$ cat config.mk
export PLATFORM = sky130hd
export DESIGN_NAME = pscp_top
export DESIGN_NICKNAME = d
export VERILOG_FILES = /design/src/pscp_pkg.sv /design/src/pscp_sync.sv /design/src/pscp_top.sv
export SDC_FILE = /design/constraint.sdc
export NUM_CORES = 1
export LEC_CHECK = 0
export ABC_AREA = 1
export BUFFER_PORTS_ARGS = -buffer_cell sky130_fd_sc_hd__clkbuf_2
export CAP_MARGIN = 20
export CORE_AREA = 5 5 108 110
export DETAILED_ROUTE_END_ITERATION = 8
export DIE_AREA = 0 0 113 115
export GPL_TIMING_DRIVEN = 1
export PLACE_DENSITY_LB_ADDON = 0.2
export SETUP_SLACK_MARGIN = 0.4
export SLEW_MARGIN = 30
export SYNTH_ARGS = -nofsm -noshare
export SYNTH_HDL_FRONTEND = slang
export SYNTH_SLANG_ARGS = --single-unit
$ cat constraint.sdc
create_clock -name clk_i -period 1.55 [get_ports clk_i]
set_input_delay 0.0775 -clock clk_i [delete_from_list [all_inputs] [get_ports clk_i]]
set_output_delay 0.0775 -clock clk_i [all_outputs]
set_load 0.02 [all_outputs]
$ cat src/pscp_pkg.sv
package pscp_pkg;

  // register byte addresses on the bus, one aligned word each
  localparam logic [7:0] PSCP_DATA_PORT_ADR = 8'h00;
  localparam logic [7:0] PSCP_DATA_LATCH_ADR = 8'h04;
  localparam logic [7:0] PSCP_DATA_DIR_ADR = 8'h08;
  localparam logic [7:0] PSCP_CTL_LEVEL_ADR = 8'h0c;
  localparam logic [7:0] PSCP_CTL_LATCH_ADR = 8'h10;
  localparam logic [7:0] PSCP_CTL_STATUS_ADR = 8'h14;
  localparam logic [7:0] PSCP_FLAG_ADR = 8'h18;
  localparam logic [7:0] PSCP_ENABLE_ADR = 8'h1c;
  localparam logic [7:0] PSCP_PRIORITY_ADR = 8'h20;
  localparam logic [7:0] PSCP_ANALOG_ADR = 8'h24;

  // control_direction_and_port_status field positions
  localparam int PSCP_IBF_BIT = 7;
  localparam int PSCP_OBF_BIT = 6;
  localparam int PSCP_INPUT_OVERFLOW_BIT = 5;
  localparam int PSCP_MODE_BIT = 4;
  // port_irq flag, enable and priority sit in bit 7 of their registers
  localparam int PSCP_IRQ_BIT = 7;

  // control pin indices in port mode
  localparam int PSCP_RD_PIN = 0;
  localparam int PSCP_WR_PIN = 1;
  localparam int PSCP_CS_PIN = 2;

  // reset values
  localparam logic [7:0] PSCP_DATA_DIR_RST = 8'hff;
  localparam logic [2:0] PSCP_CTL_DIR_RST = 3'h7;
  localparam logic [7:0] PSCP_ZERO8 = 8'h00;
  localparam logic [2:0] PSCP_ZERO3 = 3'h0;
  localparam logic [23:0] PSCP_PAD24 = 24'h000000;
  // analog_config_field codes with bits 2 and 1 both set make the control pins digital
  localparam logic [1:0] PSCP_DIGITAL_CODE = 2'h3;

  typedef enum {PSCP_IDLE, PSCP_EXT_WRITE, PSCP_EXT_READ} pscp_phase_e;

  // all state of the top module
  typedef struct packed {
    logic ack;
    logic [7:0] rdata;
    logic [7:0] data_latch;
    logic [7:0] data_dir;
    logic [7:0] in_latch;
    logic [7:0] data_sample;
    logic [2:0] ctl_latch;
    logic [2:0] ctl_dir;
    logic mode;
    logic input_buffer_full;
    logic output_buffer_full;
    logic input_overflow;
    logic irq_flag;
    logic irq_enable;
    logic irq_priority;
    logic [7:0] analog_cfg;
    pscp_phase_e phase;
  } pscp_state_s;

  // pin group carrier: data pins and control pins
  typedef struct packed {
    logic [7:0] data;
    logic [2:0] ctl;
  } pscp_pins_s;

endpackage

$ cat src/pscp_sync.sv
`timescale 1ns/1ps
`default_nettype none
// two-stage synchroniser for pin levels
module pscp_sync #(
  parameter int WIDTH = 8
) (
  // clock and reset
  input wire logic clk_i,
  input wire logic rst_i,
  // asynchronous level in, synchronised level out
  input wire logic [WIDTH-1:0] async_i,
  output logic [WIDTH-1:0] sync_o
);

  typedef struct packed {
    logic [WIDTH-1:0] meta;
    logic [WIDTH-1:0] stable;
  } pscp_sync_s;

  pscp_sync_s state_reg;
  pscp_sync_s state_next;

  // first stage feeds only the second stage
  always_comb begin
    state_next = state_reg;
    state_next.meta = async_i;
    state_next.stable = state_reg.meta;
  end

  // pins are high-ish idle, but reset to zero for a defined value
  always_ff @(posedge clk_i) begin
    if (rst_i) begin
      state_reg <= '0;
    end else begin
      state_reg <= state_next;
    end
  end

  assign sync_o = state_reg.stable;

endmodule
`default_nettype wire

$ cat src/pscp_top.sv
// Summary of operation
// RQ1: three control pins, each with its own direction bit.
// RQ2: direction one floats the pin; zero drives it from the output latch.
// RQ3: control latch register reads back the latch, never the pin levels.
// RQ4: control pins in analog use read as zero in the level register.
// RQ5: direction bits drive control pins even while they are analog.
// RQ6: after reset the control pins come up as analog inputs.
// RQ7: bit 7 shows a byte from the external master awaits the CPU.
// RQ8: bit 6 shows a CPU byte not yet read by the external master.
// RQ9: bit 5 sets on external write over an unread byte; software clears.
// RQ10: bit 4 selects port mode when one; bit 3 reads zero.
// RQ11: in port mode the external master reads and writes the data latch.
// RQ12: port mode makes the pins read strobe, write strobe, chip select.
// RQ13: software sets directions to input and pins digital before port mode.
// RQ14: a write starts when chip select and write strobe are both low.
// RQ15: a read starts when chip select and read strobe are both low.
// RQ16: read strobe low reads the data port only with chip selected.
// RQ17: write strobe low writes the data port only with chip selected.
// RQ18: chip select high makes the device ignore both strobes.
// RQ19: each finished external transfer sets the port flag, gated by enable, priority.
// RQ20: CPU read of data port clears input full; CPU write sets output full (the code sets it only in port mode).
//
// Added by the designer: the placing of the registers and the Wishbone slave port.
`timescale 1ns/1ps
`default_nettype none
module pscp_top
  import pscp_pkg::*;
(
  // system
  input wire logic clk_i,
  input wire logic rst_i,
  // wishbone classic slave
  input wire logic cyc_i,
  input wire logic stb_i,
  input wire logic we_i,
  input wire logic [7:0] adr_i,
  input wire logic [3:0] sel_i,
  input wire logic [31:0] dat_i,
  output logic [31:0] dat_o,
  output logic ack_o,
  // data port pins
  input wire logic [7:0] data_pin_i,
  output logic [7:0] data_pin_o,
  output logic [7:0] data_pin_oe_o,
  // control pins: read strobe, write strobe, chip select in port mode
  input wire logic [2:0] ctl_pin_i,
  output logic [2:0] ctl_pin_o,
  output logic [2:0] ctl_pin_oe_o,
  // gated port flag, split by priority
  output logic port_irq_high_o,
  output logic port_irq_low_o
);

  pscp_state_s state_reg;
  pscp_state_s state_next;
  pscp_pins_s pins_sync;
  logic access;
  logic wr_ok;
  logic ctl_digital;
  logic [2:0] ctl_level;
  logic rd_active;
  logic wr_active;

  // all pin inputs come from outside the clock domain
  pscp_sync #(
    .WIDTH(11)
  ) u_sync (
    .clk_i(clk_i),
    .rst_i(rst_i),
    .async_i({data_pin_i, ctl_pin_i}),
    .sync_o(pins_sync)
  );

  // both strobe checks need chip select low
  function automatic logic strobe_low(input logic [2:0] ctl, input int pin);
    strobe_low = !ctl[PSCP_CS_PIN] && !ctl[pin]; // RQ16 RQ17 RQ18
  endfunction

  // bus request accepted at the edge where ack is high
  assign access = cyc_i && stb_i && state_reg.ack;
  assign wr_ok = access && we_i && sel_i[0];
  assign ctl_digital = state_reg.analog_cfg[2:1] == PSCP_DIGITAL_CODE;
  // analog pins read zero
  assign ctl_level = ctl_digital ? pins_sync.ctl : PSCP_ZERO3; // RQ4
  assign rd_active = state_reg.mode && strobe_low(pins_sync.ctl, PSCP_RD_PIN); // RQ12
  assign wr_active = state_reg.mode && strobe_low(pins_sync.ctl, PSCP_WR_PIN); // RQ12

  // next state: bus side first, hardware events last so a hardware event beats a bus write
  always_comb begin
    state_next = state_reg;
    // ack one cycle after the request, dropped the cycle after
    state_next.ack = cyc_i && stb_i && !state_reg.ack;

    // read data is registered on the request cycle; unmapped reads zero
    if (!state_reg.ack) begin
      if (adr_i == PSCP_DATA_PORT_ADR) begin
        // port mode shows the byte the master wrote, else the pin levels
        state_next.rdata = state_reg.mode ? state_reg.in_latch : pins_sync.data; // RQ11
      end else if (adr_i == PSCP_DATA_LATCH_ADR) begin
        state_next.rdata = state_reg.data_latch;
      end else if (adr_i == PSCP_DATA_DIR_ADR) begin
        state_next.rdata = state_reg.data_dir;
      end else if (adr_i == PSCP_CTL_LEVEL_ADR) begin
        state_next.rdata = {5'h00, ctl_level}; // RQ4
      end else if (adr_i == PSCP_CTL_LATCH_ADR) begin
        state_next.rdata = {5'h00, state_reg.ctl_latch}; // RQ3
      end else if (adr_i == PSCP_CTL_STATUS_ADR) begin
        // bit 3 is unimplemented and reads zero
        state_next.rdata = {state_reg.input_buffer_full, state_reg.output_buffer_full, state_reg.input_overflow,
                            state_reg.mode, 1'b0, state_reg.ctl_dir}; // RQ7 RQ8 RQ10
      end else if (adr_i == PSCP_FLAG_ADR) begin
        state_next.rdata = {state_reg.irq_flag, 7'h00};
      end else if (adr_i == PSCP_ENABLE_ADR) begin
        state_next.rdata = {state_reg.irq_enable, 7'h00};
      end else if (adr_i == PSCP_PRIORITY_ADR) begin
        state_next.rdata = {state_reg.irq_priority, 7'h00};
      end else if (adr_i == PSCP_ANALOG_ADR) begin
        state_next.rdata = state_reg.analog_cfg;
      end else begin
        state_next.rdata = PSCP_ZERO8;
      end
    end

    // cpu read of the data port frees the input buffer
    if (access && !we_i && adr_i == PSCP_DATA_PORT_ADR) begin
      state_next.input_buffer_full = 1'b0; // RQ20
    end

    // register writes take effect at the acknowledging edge
    if (wr_ok) begin
      if (adr_i == PSCP_DATA_PORT_ADR) begin
        // writing the port writes the latch the master will read
        state_next.data_latch = dat_i[7:0];
        if (state_reg.mode) begin
          state_next.output_buffer_full = 1'b1; // RQ20
        end
      end else if (adr_i == PSCP_DATA_LATCH_ADR) begin
        state_next.data_latch = dat_i[7:0];
      end else if (adr_i == PSCP_DATA_DIR_ADR) begin
        state_next.data_dir = dat_i[7:0];
      end else if (adr_i == PSCP_CTL_LEVEL_ADR || adr_i == PSCP_CTL_LATCH_ADR) begin
        state_next.ctl_latch = dat_i[2:0]; // RQ3
      end else if (adr_i == PSCP_CTL_STATUS_ADR) begin
        // status bits 7 and 6 are read only; bit 5 can only be cleared
        state_next.input_overflow = state_reg.input_overflow && dat_i[PSCP_INPUT_OVERFLOW_BIT]; // RQ9
        state_next.mode = dat_i[PSCP_MODE_BIT]; // RQ10
        state_next.ctl_dir = dat_i[2:0]; // RQ1
      end else if (adr_i == PSCP_FLAG_ADR) begin
        state_next.irq_flag = dat_i[PSCP_IRQ_BIT];
      end else if (adr_i == PSCP_ENABLE_ADR) begin
        state_next.irq_enable = dat_i[PSCP_IRQ_BIT];
      end else if (adr_i == PSCP_PRIORITY_ADR) begin
        state_next.irq_priority = dat_i[PSCP_IRQ_BIT];
      end else if (adr_i == PSCP_ANALOG_ADR) begin
        state_next.analog_cfg = dat_i[7:0];
      end
    end

    // external transfer sequencer on synchronised strobes
    case (state_reg.phase)
      PSCP_IDLE: begin
        if (wr_active) begin
          state_next.phase = PSCP_EXT_WRITE; // RQ14
          state_next.data_sample = pins_sync.data;
        end else if (rd_active) begin
          state_next.phase = PSCP_EXT_READ; // RQ15
        end
      end
      PSCP_EXT_WRITE: begin
        if (wr_active) begin
          state_next.data_sample = pins_sync.data;
        end else begin
          // byte is the last one seen while the strobe was low
          state_next.in_latch = state_reg.data_sample; // RQ11
          state_next.input_overflow = state_next.input_overflow || state_reg.input_buffer_full; // RQ9
          state_next.input_buffer_full = 1'b1; // RQ7
          state_next.irq_flag = 1'b1; // RQ19
          state_next.phase = PSCP_IDLE;
        end
      end
      PSCP_EXT_READ: begin
        if (!rd_active) begin
          state_next.output_buffer_full = 1'b0; // RQ8
          state_next.irq_flag = 1'b1; // RQ19
          state_next.phase = PSCP_IDLE;
        end
      end
      default: begin
        state_next.phase = PSCP_IDLE;
      end
    endcase
  end

  // single register bank; pins come up analog because the config clears
  always_ff @(posedge clk_i) begin
    if (rst_i) begin
      state_reg <= '0;
      state_reg.data_dir <= PSCP_DATA_DIR_RST;
      state_reg.ctl_dir <= PSCP_CTL_DIR_RST; // RQ6
      state_reg.analog_cfg <= PSCP_ZERO8; // RQ6
      state_reg.phase <= PSCP_IDLE;
    end else begin
      state_reg <= state_next;
    end
  end

  // bus outputs
  assign ack_o = state_reg.ack;
  assign dat_o = {PSCP_PAD24, state_reg.rdata};

  // data pins: driven by the master's read in port mode, else by direction bits;
  // strobes pass the synchroniser, so the bus appears about three cycles late
  assign data_pin_o = state_reg.data_latch;
  assign data_pin_oe_o = state_reg.mode ?
                         {8{state_reg.phase == PSCP_EXT_READ}} : ~state_reg.data_dir; // RQ11

  // control pins obey direction even when analog; software keeps them inputs
  assign ctl_pin_o = state_reg.ctl_latch; // RQ2
  assign ctl_pin_oe_o = ~state_reg.ctl_dir; // RQ2 RQ5 RQ13

  // flag gated by enable, routed by priority
  assign port_irq_high_o = state_reg.irq_flag && state_reg.irq_enable &&
                           state_reg.irq_priority; // RQ19
  assign port_irq_low_o = state_reg.irq_flag && state_reg.irq_enable &&
                          !state_reg.irq_priority; // RQ19

endmodule
`default_nettype wire

==> metrics.md, run 1 <==
| Metric | Value |
|---|---|
| Internal power | `roughly 3.3 mW` |
| Post-synth top area cell | `dfxtp_1` |
| Synth cell count leaders | `dfxtp_1, nand2_1, inv_1` |
| Psw | `between 1 and 1.5 mW` |
| Cells on Worst Hold Path | `3` |
| Die area | `between 0.01 and 0.015 mm^2` |
| P per Cell Area | `~770 mW/mm^2` |
| Max_cap viols | `0` |
| Routed WL per cell | `14.3 um` |
| Antenna viol nets, final | `0` |
| WL final | `11,400 um` |
| Worst-Skew Late Latency | `between 0.3 and 0.4 ns` |
| Most common cell in the netlist | `dfxtp_1` |
| Via/cell ratio | `between 4 and 5` |
| CP max-delay cell | `dfxtp_4` |
| CTS max path bufs | `2` |
| Mean area per synthesized cell | `7.48 um^2` |
| Pwr Total | `about 4.5 mW` |
| Drt initial violations | `a little under 200` |
| Fraction of layout cells with a size suffix above 1 | `approximately two fifths` |
| Crit path max fanout | `9` |
| Critical path, cell by cell | `nand3_4 > nor2_4 > nand2_2 > nor2_4 > nand2_8 > buf_12 > o21ai_2 > a21oi_2` |
| Row count | `38` |
| Die X | `between 100 and 150 um` |
| FMAX | `686 MHz` |
| Endpoint class of the critical path | `flop` |
| First-pass GRT wire length | `about 18,000 um` |
| CP top delay family | `simple AND/OR/NAND/NOR gates` |
| Sink Count | `86` |
| Antenna violations before repair | `0` |
| Complex-gate fraction of the synthesized area | `between 10% and 20%` |
| I/O Buffers | `65` |
| Post-Synth Adder-Cell Area | `less than 1%` |
| FF-to-FF Start | `ack_o` |
| Final hold vios | `0` |
| Synth Flop Type | `dfxtp_1` |
| Synth warn | `0` |
| R2R cell count | `8` |
| Minimum clock period | `1.46 ns` |
| HPWL Detailed | `between 7000 and 8000 um` |
| Crit path depth | `8` |
| Startpoint Class | `flop` |
| Simple-Gate Fraction of Synth Area | `~23%` |
| Delay of the slowest critical-path stage | `around 0.37 ns` |
| Finished Layout Cells | `roughly 800` |
| Number of cells after detailed placement | `approximately 740` |
| Final hold slack | `just under 0.02 ns` |
| Post-synth ARST share | `0%` |
| Total gr overflow | `0` |
| DRC | `0` |
| Mux contribution to synthesized area | `0%` |
| Clock power frac | `between 30% and 40%` |
| I/O pin total | `about 120` |
| FF+latch count, synth | `86` |
| Die Span Y | `roughly 120 um` |
| RSZ-0062 raised after global routing | `yes` |
| Comb pwr share | `under 10%` |
| CP bufs+invs | `1` |
| Most area-consuming cells after synthesis | `dfxtp_1, buf_4, nand2_1, inv_1, o21ai_0` |
| Crit-path most repeated cell | `nor2_4` |
| Yosys top cell area share | `41.4%` |
| Pleak | `between 2 and 3 nW` |
| Root Driver | `clkbuf_8` |
| Post-Syn Area | `about 0.0042 mm^2` |
| Vias in the first global route | `between 3,000 and 4,000` |
| Core area | `0.0106 mm^2` |
| Hold_sp | `dat_i[7]` |
| Post-Synthesis Cells | `~560` |
| Max H-tree Level | `3` |
| Reg power frac | `approximately 50%` |
| EDFF count, synth | `0` |
| Via count | `3,790` |
| Type of the most critical hold path | `input pin to flop` |
| Setup Total Neg Slack | `0 ns` |
| Drt first pass iters | `5` |
| Seq/Total Area, Yosys | `roughly two fifths` |
| Area Growth Syn to Fin | `38.5%` |
| Placer Congestion | `0.827` |
| Max reg flops | `between 40 and 50` |
| Crit Path Class | `flop to flop` |
| Nets | `just over 700` |
| Initial Util | `between 30% and 40%` |
| Combinational family with the most area after synthesis | `simple AND/OR/NAND/NOR gates` |
| Switch share | `25.8%` |
| Post-synth cell types | `40` |
| Clk slew on worst S/H paths | `~0.090 ns` |
| Ant diodes | `0` |
| Max Clock Skew | `between 0.01 and 0.015 ns` |
| Core Util, Final | `54.3%` |
| Worst EP required | `1.81 ns` |
| Final setup violation count | `0` |
| Worst ir drop on vdd | `481 uV` |
| Status | `completed` |
| Crit path DAT | `1.72 ns` |
| CTS tree | `built` |
| Largest net degree at the start of global routing | `42` |
| GRT Overall Usage | `about 18%` |
| CTS Buf Count | `9` |
| Final Max Tran Viols | `0` |
| Crit path from | `ack_o` |
| Final worst-path cycle share | `94.0%` |
| XOR/XNOR Fraction of Synth Area | `0%` |
## final timing paths
| kind | to | slack (ns) |
|---|---|---|
| min | state_reg[41] | 0.02 |
| max reg2reg | state_reg[39] | 0.09 |
| min reg2reg | u_sync.sync_o[1] | 0.40 |
| max | state_reg[39] | 0.09 |
## layout make-up
type / instances / area, um^2
fillers: 951 / 4840
well taps: 140 / 175
repair buffers: 128 / 1050
clock buffers: 11 / 163
inverters: 86 / 350
flip-flops and latches: 86 / 1740
clock inverters: 5 / 61.3
multi-input cells: 347 / 2220
## power groups by stage
stage | sequential (mW) | clock (mW) | combinational [mW]
floorplan | 2.31 | 0 | 0.274
global placement | 2.32 | 0 | 0.329
detailed placement | 2.32 | 0 | 0.334
CTS | 2.27 | 1.80 | 0.409
global route | 2.27 | 1.89 | 0.482
finish | 2.27 | 1.75 | 0.440
## stage by stage
step / instance area, um^2 / setup slack (ns)
3_3_place_gp: 4500 / 0.0754
2_1_floorplan: 4340 / 0.239
4_1_cts: 5500 / 0.169
3_5_place_dp: 4500 / 0.0659
5_1_grt: 5760 / 0.0431
6_report: 5760 / 0.0928
## metal layers
layer | track usage (%) | up-vias | part of all wire, %
met5 | 0 | - | 0
met4 | 8.57 | 0 | 3.2
met3 | 3.79 | 26 | 6.5
met2 | 30.2 | 120 | 49
met1 | 20.7 | 1722 | 41
li1 | - | 1922 | -
## tightest hold or removal path, delay by kind of cell
family | cells | cell delay, ns
buffers and inverters | 1 | 0.12
and+or+nand+nor | 1 | 0.09
AOI/OAI and AO/OA | 1 | 0.06
## cell usage in the layout, fill, tap and decap left out, types with 3 or more instances in the layout
cell type      Yosys  routed
o21ai_4            0       5
nor2_1            57      50
o21ai_0           46       5
inv_1             72      64
clkbuf_2           0      54
nor2_2             6       7
dlygate4sd3_1      0      17
nand2_1           82      64
nor3b_1            3       3
dfxtp_1           86      79
inv_2             12      15
dfxtp_4            0       3
nor3_2             1       3
buf_8              0       5
o21ai_1            9      20
nand2_8            1       6
nand2_4            2       5
a31oi_1            3       3
nand2_2            4      15
inv_4              2       5
buf_4             45      26
nand3_1           21      20
nand3_2            3       3
dfxtp_2            0       4
conb_1             1      24
buf_6              2      17
buf_12             1       5
o211ai_1          10      10
o21ai_2            2      27
a21oi_1           37      26
a21oi_2            6      16
nor2_4             5      12
clkbuf_8           0      12
## cells by family (layout without fill, tap and decap cells)
kind of cell | Yosys count | in the layout
AOI/OAI and AO/OA | 122 | 122
DFF | 86 | 86
buffers and inverters | 148 | 230
adders and majority gates | 3 | 3
and+or+nand+nor | 196 | 198
other | 1 | 24
## what timing repair did
| item | 4_1_cts | 5_1_grt |
|---|---|---|
| resized for setup | 122 | 67 |
| buffers inserted | 23 | 6 |
| setup endpoints to repair | 72 | 75 |
| hold buffers | 18 | 0 |
| pin swaps | 20 | 24 |
| cloned | 4 | 0 |
| endpoints found under the hold margin | 18 | 0 |
No activity file was read; power rests on OpenSTA's default activity.
==> run 2, diff against run 1 <==
Settings changed: CORE_AREA 5 5 108 110 to 5 5 109 111, DIE_AREA 0 0 113 115 to 0 0 114 116, SYNTH_HIERARCHICAL set to 1.
==> run 2 against run 1 <==
Hold slack improved by 0.017 ns. Area after synthesis rose by 1.4%. Combinational power rose by 5.5%. Clock power fell by 11%. Global-route usage fell by 0.97 points. Sequential power barely moved. First-iteration DRC count rose by 41%. Register-to-register slack improved by 0.12 ns. Via count rose by 6.0%. Cell area rose by 4.4%. Wire length rose by 4.4%.
==> metrics.md, run 2 <==
| Metric | Value |
|---|---|
| Routed WL per cell | `14.4 um (+0.96%)` |
| Largest net degree at the start of global routing | `51 (+21%)` |
| Final Max Tran Viols | `0 (unchanged)` |
| Worst EP required | `1.83 ns (+0.02 ns)` |
| Post-synth ARST share | `0% (unchanged)` |
| Crit path from | `ack_o` |
| GRT Overall Usage | `16.5% (-0.97 points)` |
| Status | `completed` |
| Capture point of the critical path | `state_reg[32]` |
| Ant diodes | `0 (unchanged)` |
| Critical path, cell by cell | `nand3_4 > nor2_8 > buf_12 > nand3_4 > buf_6 > a21oi_2` |
| Final setup violation count | `0 (unchanged)` |
| Initial Util | `39.4% (+0.19 points)` |
| Placer Congestion | `0.870 (+5.3%)` |
| Vias in the first global route | `3,612 (-1.8%)` |
| WL final | `11,900 um (+4.4%)` |
| FF+latch count, synth | `86 (unchanged)` |
| Pre-CTS setup slack | `0.142 ns (+0.0756 ns)` |
| Die Span Y | `116 um (+0.87%)` |
| Seq/Total Area, Yosys | `40.8% (-0.57 points)` |
| Sink Count | `86 (unchanged)` |
| Antenna viol nets, final | `0 (unchanged)` |
| R2R Path End | `state_reg[32]` |
| Total gr overflow | `0 (unchanged)` |
| FMAX | `746 MHz (+8.8%)` |
| R2R setup slack | `0.21 ns (+0.12 ns)` |
| Setup Total Neg Slack | `0 ns (unchanged)` |
| Max reg flops | `44 (unchanged)` |
| Max Clock Skew | `0.0171 ns (+0.00270 ns)` |
| Post-synth cell types | `34 (-15%)` |
| HPWL Detailed | `7760 um (+1.3%)` |
| First-pass GRT wire length | `17,500 um (-2.5%)` |
| Delay of the slowest critical-path stage | `0.38 ns (about the same)` |
| Die area | `0.0132 mm^2 (+1.8%)` |
| P per Cell Area | `714 mW/mm^2 (-7.8%)` |
| CP max-delay cell | `dfxtp_4` |
| Startpoint Class | `flop` |
| Commonest non-fill, non-tap cells in the layout | `dfxtp_1, nor2_1, nand2_1, inv_1, clkbuf_2` |
| Yosys top cell area share | `40.8% (-0.57 points)` |
| Core area | `0.0107 mm^2 (+0.90%)` |
| CTS max path bufs | `2 (unchanged)` |
| Final hold vios | `0 (unchanged)` |
| Row count | `38 (unchanged)` |
| Max_cap viols | `0 (unchanged)` |
| Cells on Worst Hold Path | `3 (unchanged)` |
| Pleak | `2.65 nW (+1.2%)` |
| Synth Flop Type | `dfxtp_1` |
| Post-Syn Area | `0.00422 mm^2 (+1.4%)` |
| I/O Buffers | `65 (unchanged)` |
| Post-synth top area cell | `dfxtp_1` |
| Most common cell in the netlist | `nand2_1` |
| Crit path DAT | `1.62 ns (-0.10 ns)` |
| RSZ-0062 raised after global routing | `yes` |
| FF-to-FF Start | `ack_o` |
| Synth cell count leaders | `nand2_1, dfxtp_1, nor2_1` |
| Fraction of layout cells with a size suffix above 1 | `40.3% (+0.17 points)` |
| Antenna violations before repair | `0 (unchanged)` |
| Via/cell ratio | `4.84 (+2.6%)` |
| Post-Synthesis Cells | `582 (+4.7%)` |
| EDFF count, synth | `0 (unchanged)` |
| Crit path max fanout | `8 (-1)` |
| Area Growth Syn to Fin | `42.6%` |
| Clk slew on worst S/H paths | `0.11 ns (+0.02 ns)` |
| Worst-Skew Late Latency | `0.36 ns (about the same)` |
| Type of the most critical hold path | `input pin to flop` |
| Mean area per synthesized cell | `7.24 um^2 (-3.1%)` |
| Die X | `114 um (+0.88%)` |
| I/O pin total | `117 (unchanged)` |
| Drt initial violations | `275 (+41%)` |
| Commonest non-fill, non-tap cell in the layout | `dfxtp_1` |
| Via count | `4,018 (+6.0%)` |
| Final worst-path cycle share | `86.4% (-7.6 points)` |
| R2R cell count | `6 (-2)` |
| CTS Buf Count | `9 (unchanged)` |
| Crit Path Class | `flop to flop` |
| Root Driver | `clkbuf_8` |
| Setup ws final | `0.210 ns (+0.118 ns)` |
| Worst ir drop on vdd | `419 uV (-13%)` |
| DRC | `0 (unchanged)` |
| Most area-consuming cells after synthesis | `dfxtp_1, nand2_1, buf_4, nor2_1, o21ai_0` |
| Max H-tree Level | `3 (unchanged)` |
| CTS tree | `built` |
| Minimum clock period | `1.34 ns (-0.118 ns)` |
| Crit-path most repeated cell | `nand3_4` |
| Synth warn | `6 (+6)` |
| Nets | `748 (+3.7%)` |
| Drt first pass iters | `5 (unchanged)` |
| Endpoint class of the critical path | `flop` |
run 2: cell count changes in the layout (fill, tap and decap cells not counted), moves of 4 or more:
cell           previous run  this run
buf_4                    26        20
buf_6                    17        24
dlygate4sd3_1            17        12
inv_2                    15         4
nand2_4                   5        10
nand2_8                   6         2
nand3_1                  20        28
nand3_2                   3        13
nand3_4                   1         5
nor2_1                   50        68
o211ai_1                 10         2
o21ai_0                   5        15
run 2: worst min-delay path by stage:
stage / startpoint / end / slack [ns]
4_1_cts: dat_i[6] / state_reg[75] / 0.001
3_3_place_gp: data_pin_i[2] / u_sync/state_next[5] / 0.27
2_1_floorplan: rst_i / u_sync/state_next[8] / 0.15
3_5_place_dp: ctl_pin_i[0] / u_sync/state_next[0] / 0.27
6_report: dat_i[3] / state_reg[72] / 0.04
5_1_grt: dat_i[3] / state_reg[72] / 0.03
run 2: per-layer routing:
| metal | vias up | routed length, um | global-route usage (%) |
|---|---|---|---|
| met5 | - | 0 | 0 |
| met4 | 0 | 202 | 6.25 |
| met3 | 14 | 737 | 3.60 |
| met2 | 135 | 6140 | 28.5 |
| met1 | 1860 | 4870 | 20.3 |
| li1 | 2009 | - | - |
run 2: timing repair:
action	CTS	global route
hold buffers	13	0
setup endpoints to repair	69	75
gates resized for setup	135	115
hold endpoints to repair	12	0
pin swaps	44	44
buffers inserted	21	10
cloned	4	2
run 2: logic make-up (layout without fill, tap and decap cells):
family / count (synthesis) / in the layout / synth area share, %
AO/OA/AOI/OAI: 114 / 115 / 14.2
buffers and inverters: 135 / 218 / 16.7
flip-flops: 86 / 86 / 40.8
other: 1 / 24 / 0.0889
adder cells (fa/ha/maj): 3 / 3 / 0.890
AND/OR/NAND/NOR: 243 / 244 / 27.3
run 2: final cells by class:
type / count / area [um^2]
well taps: 140 / 175
inverters: 77 / 325
repair buffers: 124 / 1080
multi-input cells: 386 / 2490
flip-flops and latches: 86 / 1740
clock inverters: 7 / 72.6
repair inverters: 1 / 5.00
clock buffers: 9 / 124
fillers: 964 / 4680
run 2: critical path, delay by kind of cell, from the launching register on:
family | cells | cell delay [ns]
compound gates | 1 | 0.11
simple gates | 3 | 0.44
flops | 1 | 0.38
buf+inv | 2 | 0.32
run 2: metrics by stage:
| step | hold WS, ns | cells | utilization [%] | instance area, um^2 | power [mW] |
|---|---|---|---|---|---|
| detailed placement | 0.273 | 764 | 42.6 | 4560 | 2.66 |
| global route | 0.0287 | 830 | 56.2 | 6010 | 4.48 |
| global placement | 0.273 | 764 | 42.6 | 4560 | 2.65 |
| CTS | 0.00110 | 818 | 51.1 | 5470 | 4.27 |
| floorplan | 0.149 | 605 | - | 4370 | 2.59 |
| finish | 0.0364 | 830 | 56.2 | 6010 | 4.29 |
run 2: where the power goes:
part           switching [mW]  leakage (nW)  total [mW]  internal, mW
registers              0.0276         0.703        2.27          2.24
logic                   0.297          1.85       0.464         0.167
clock network           0.924        0.0970        1.56         0.633
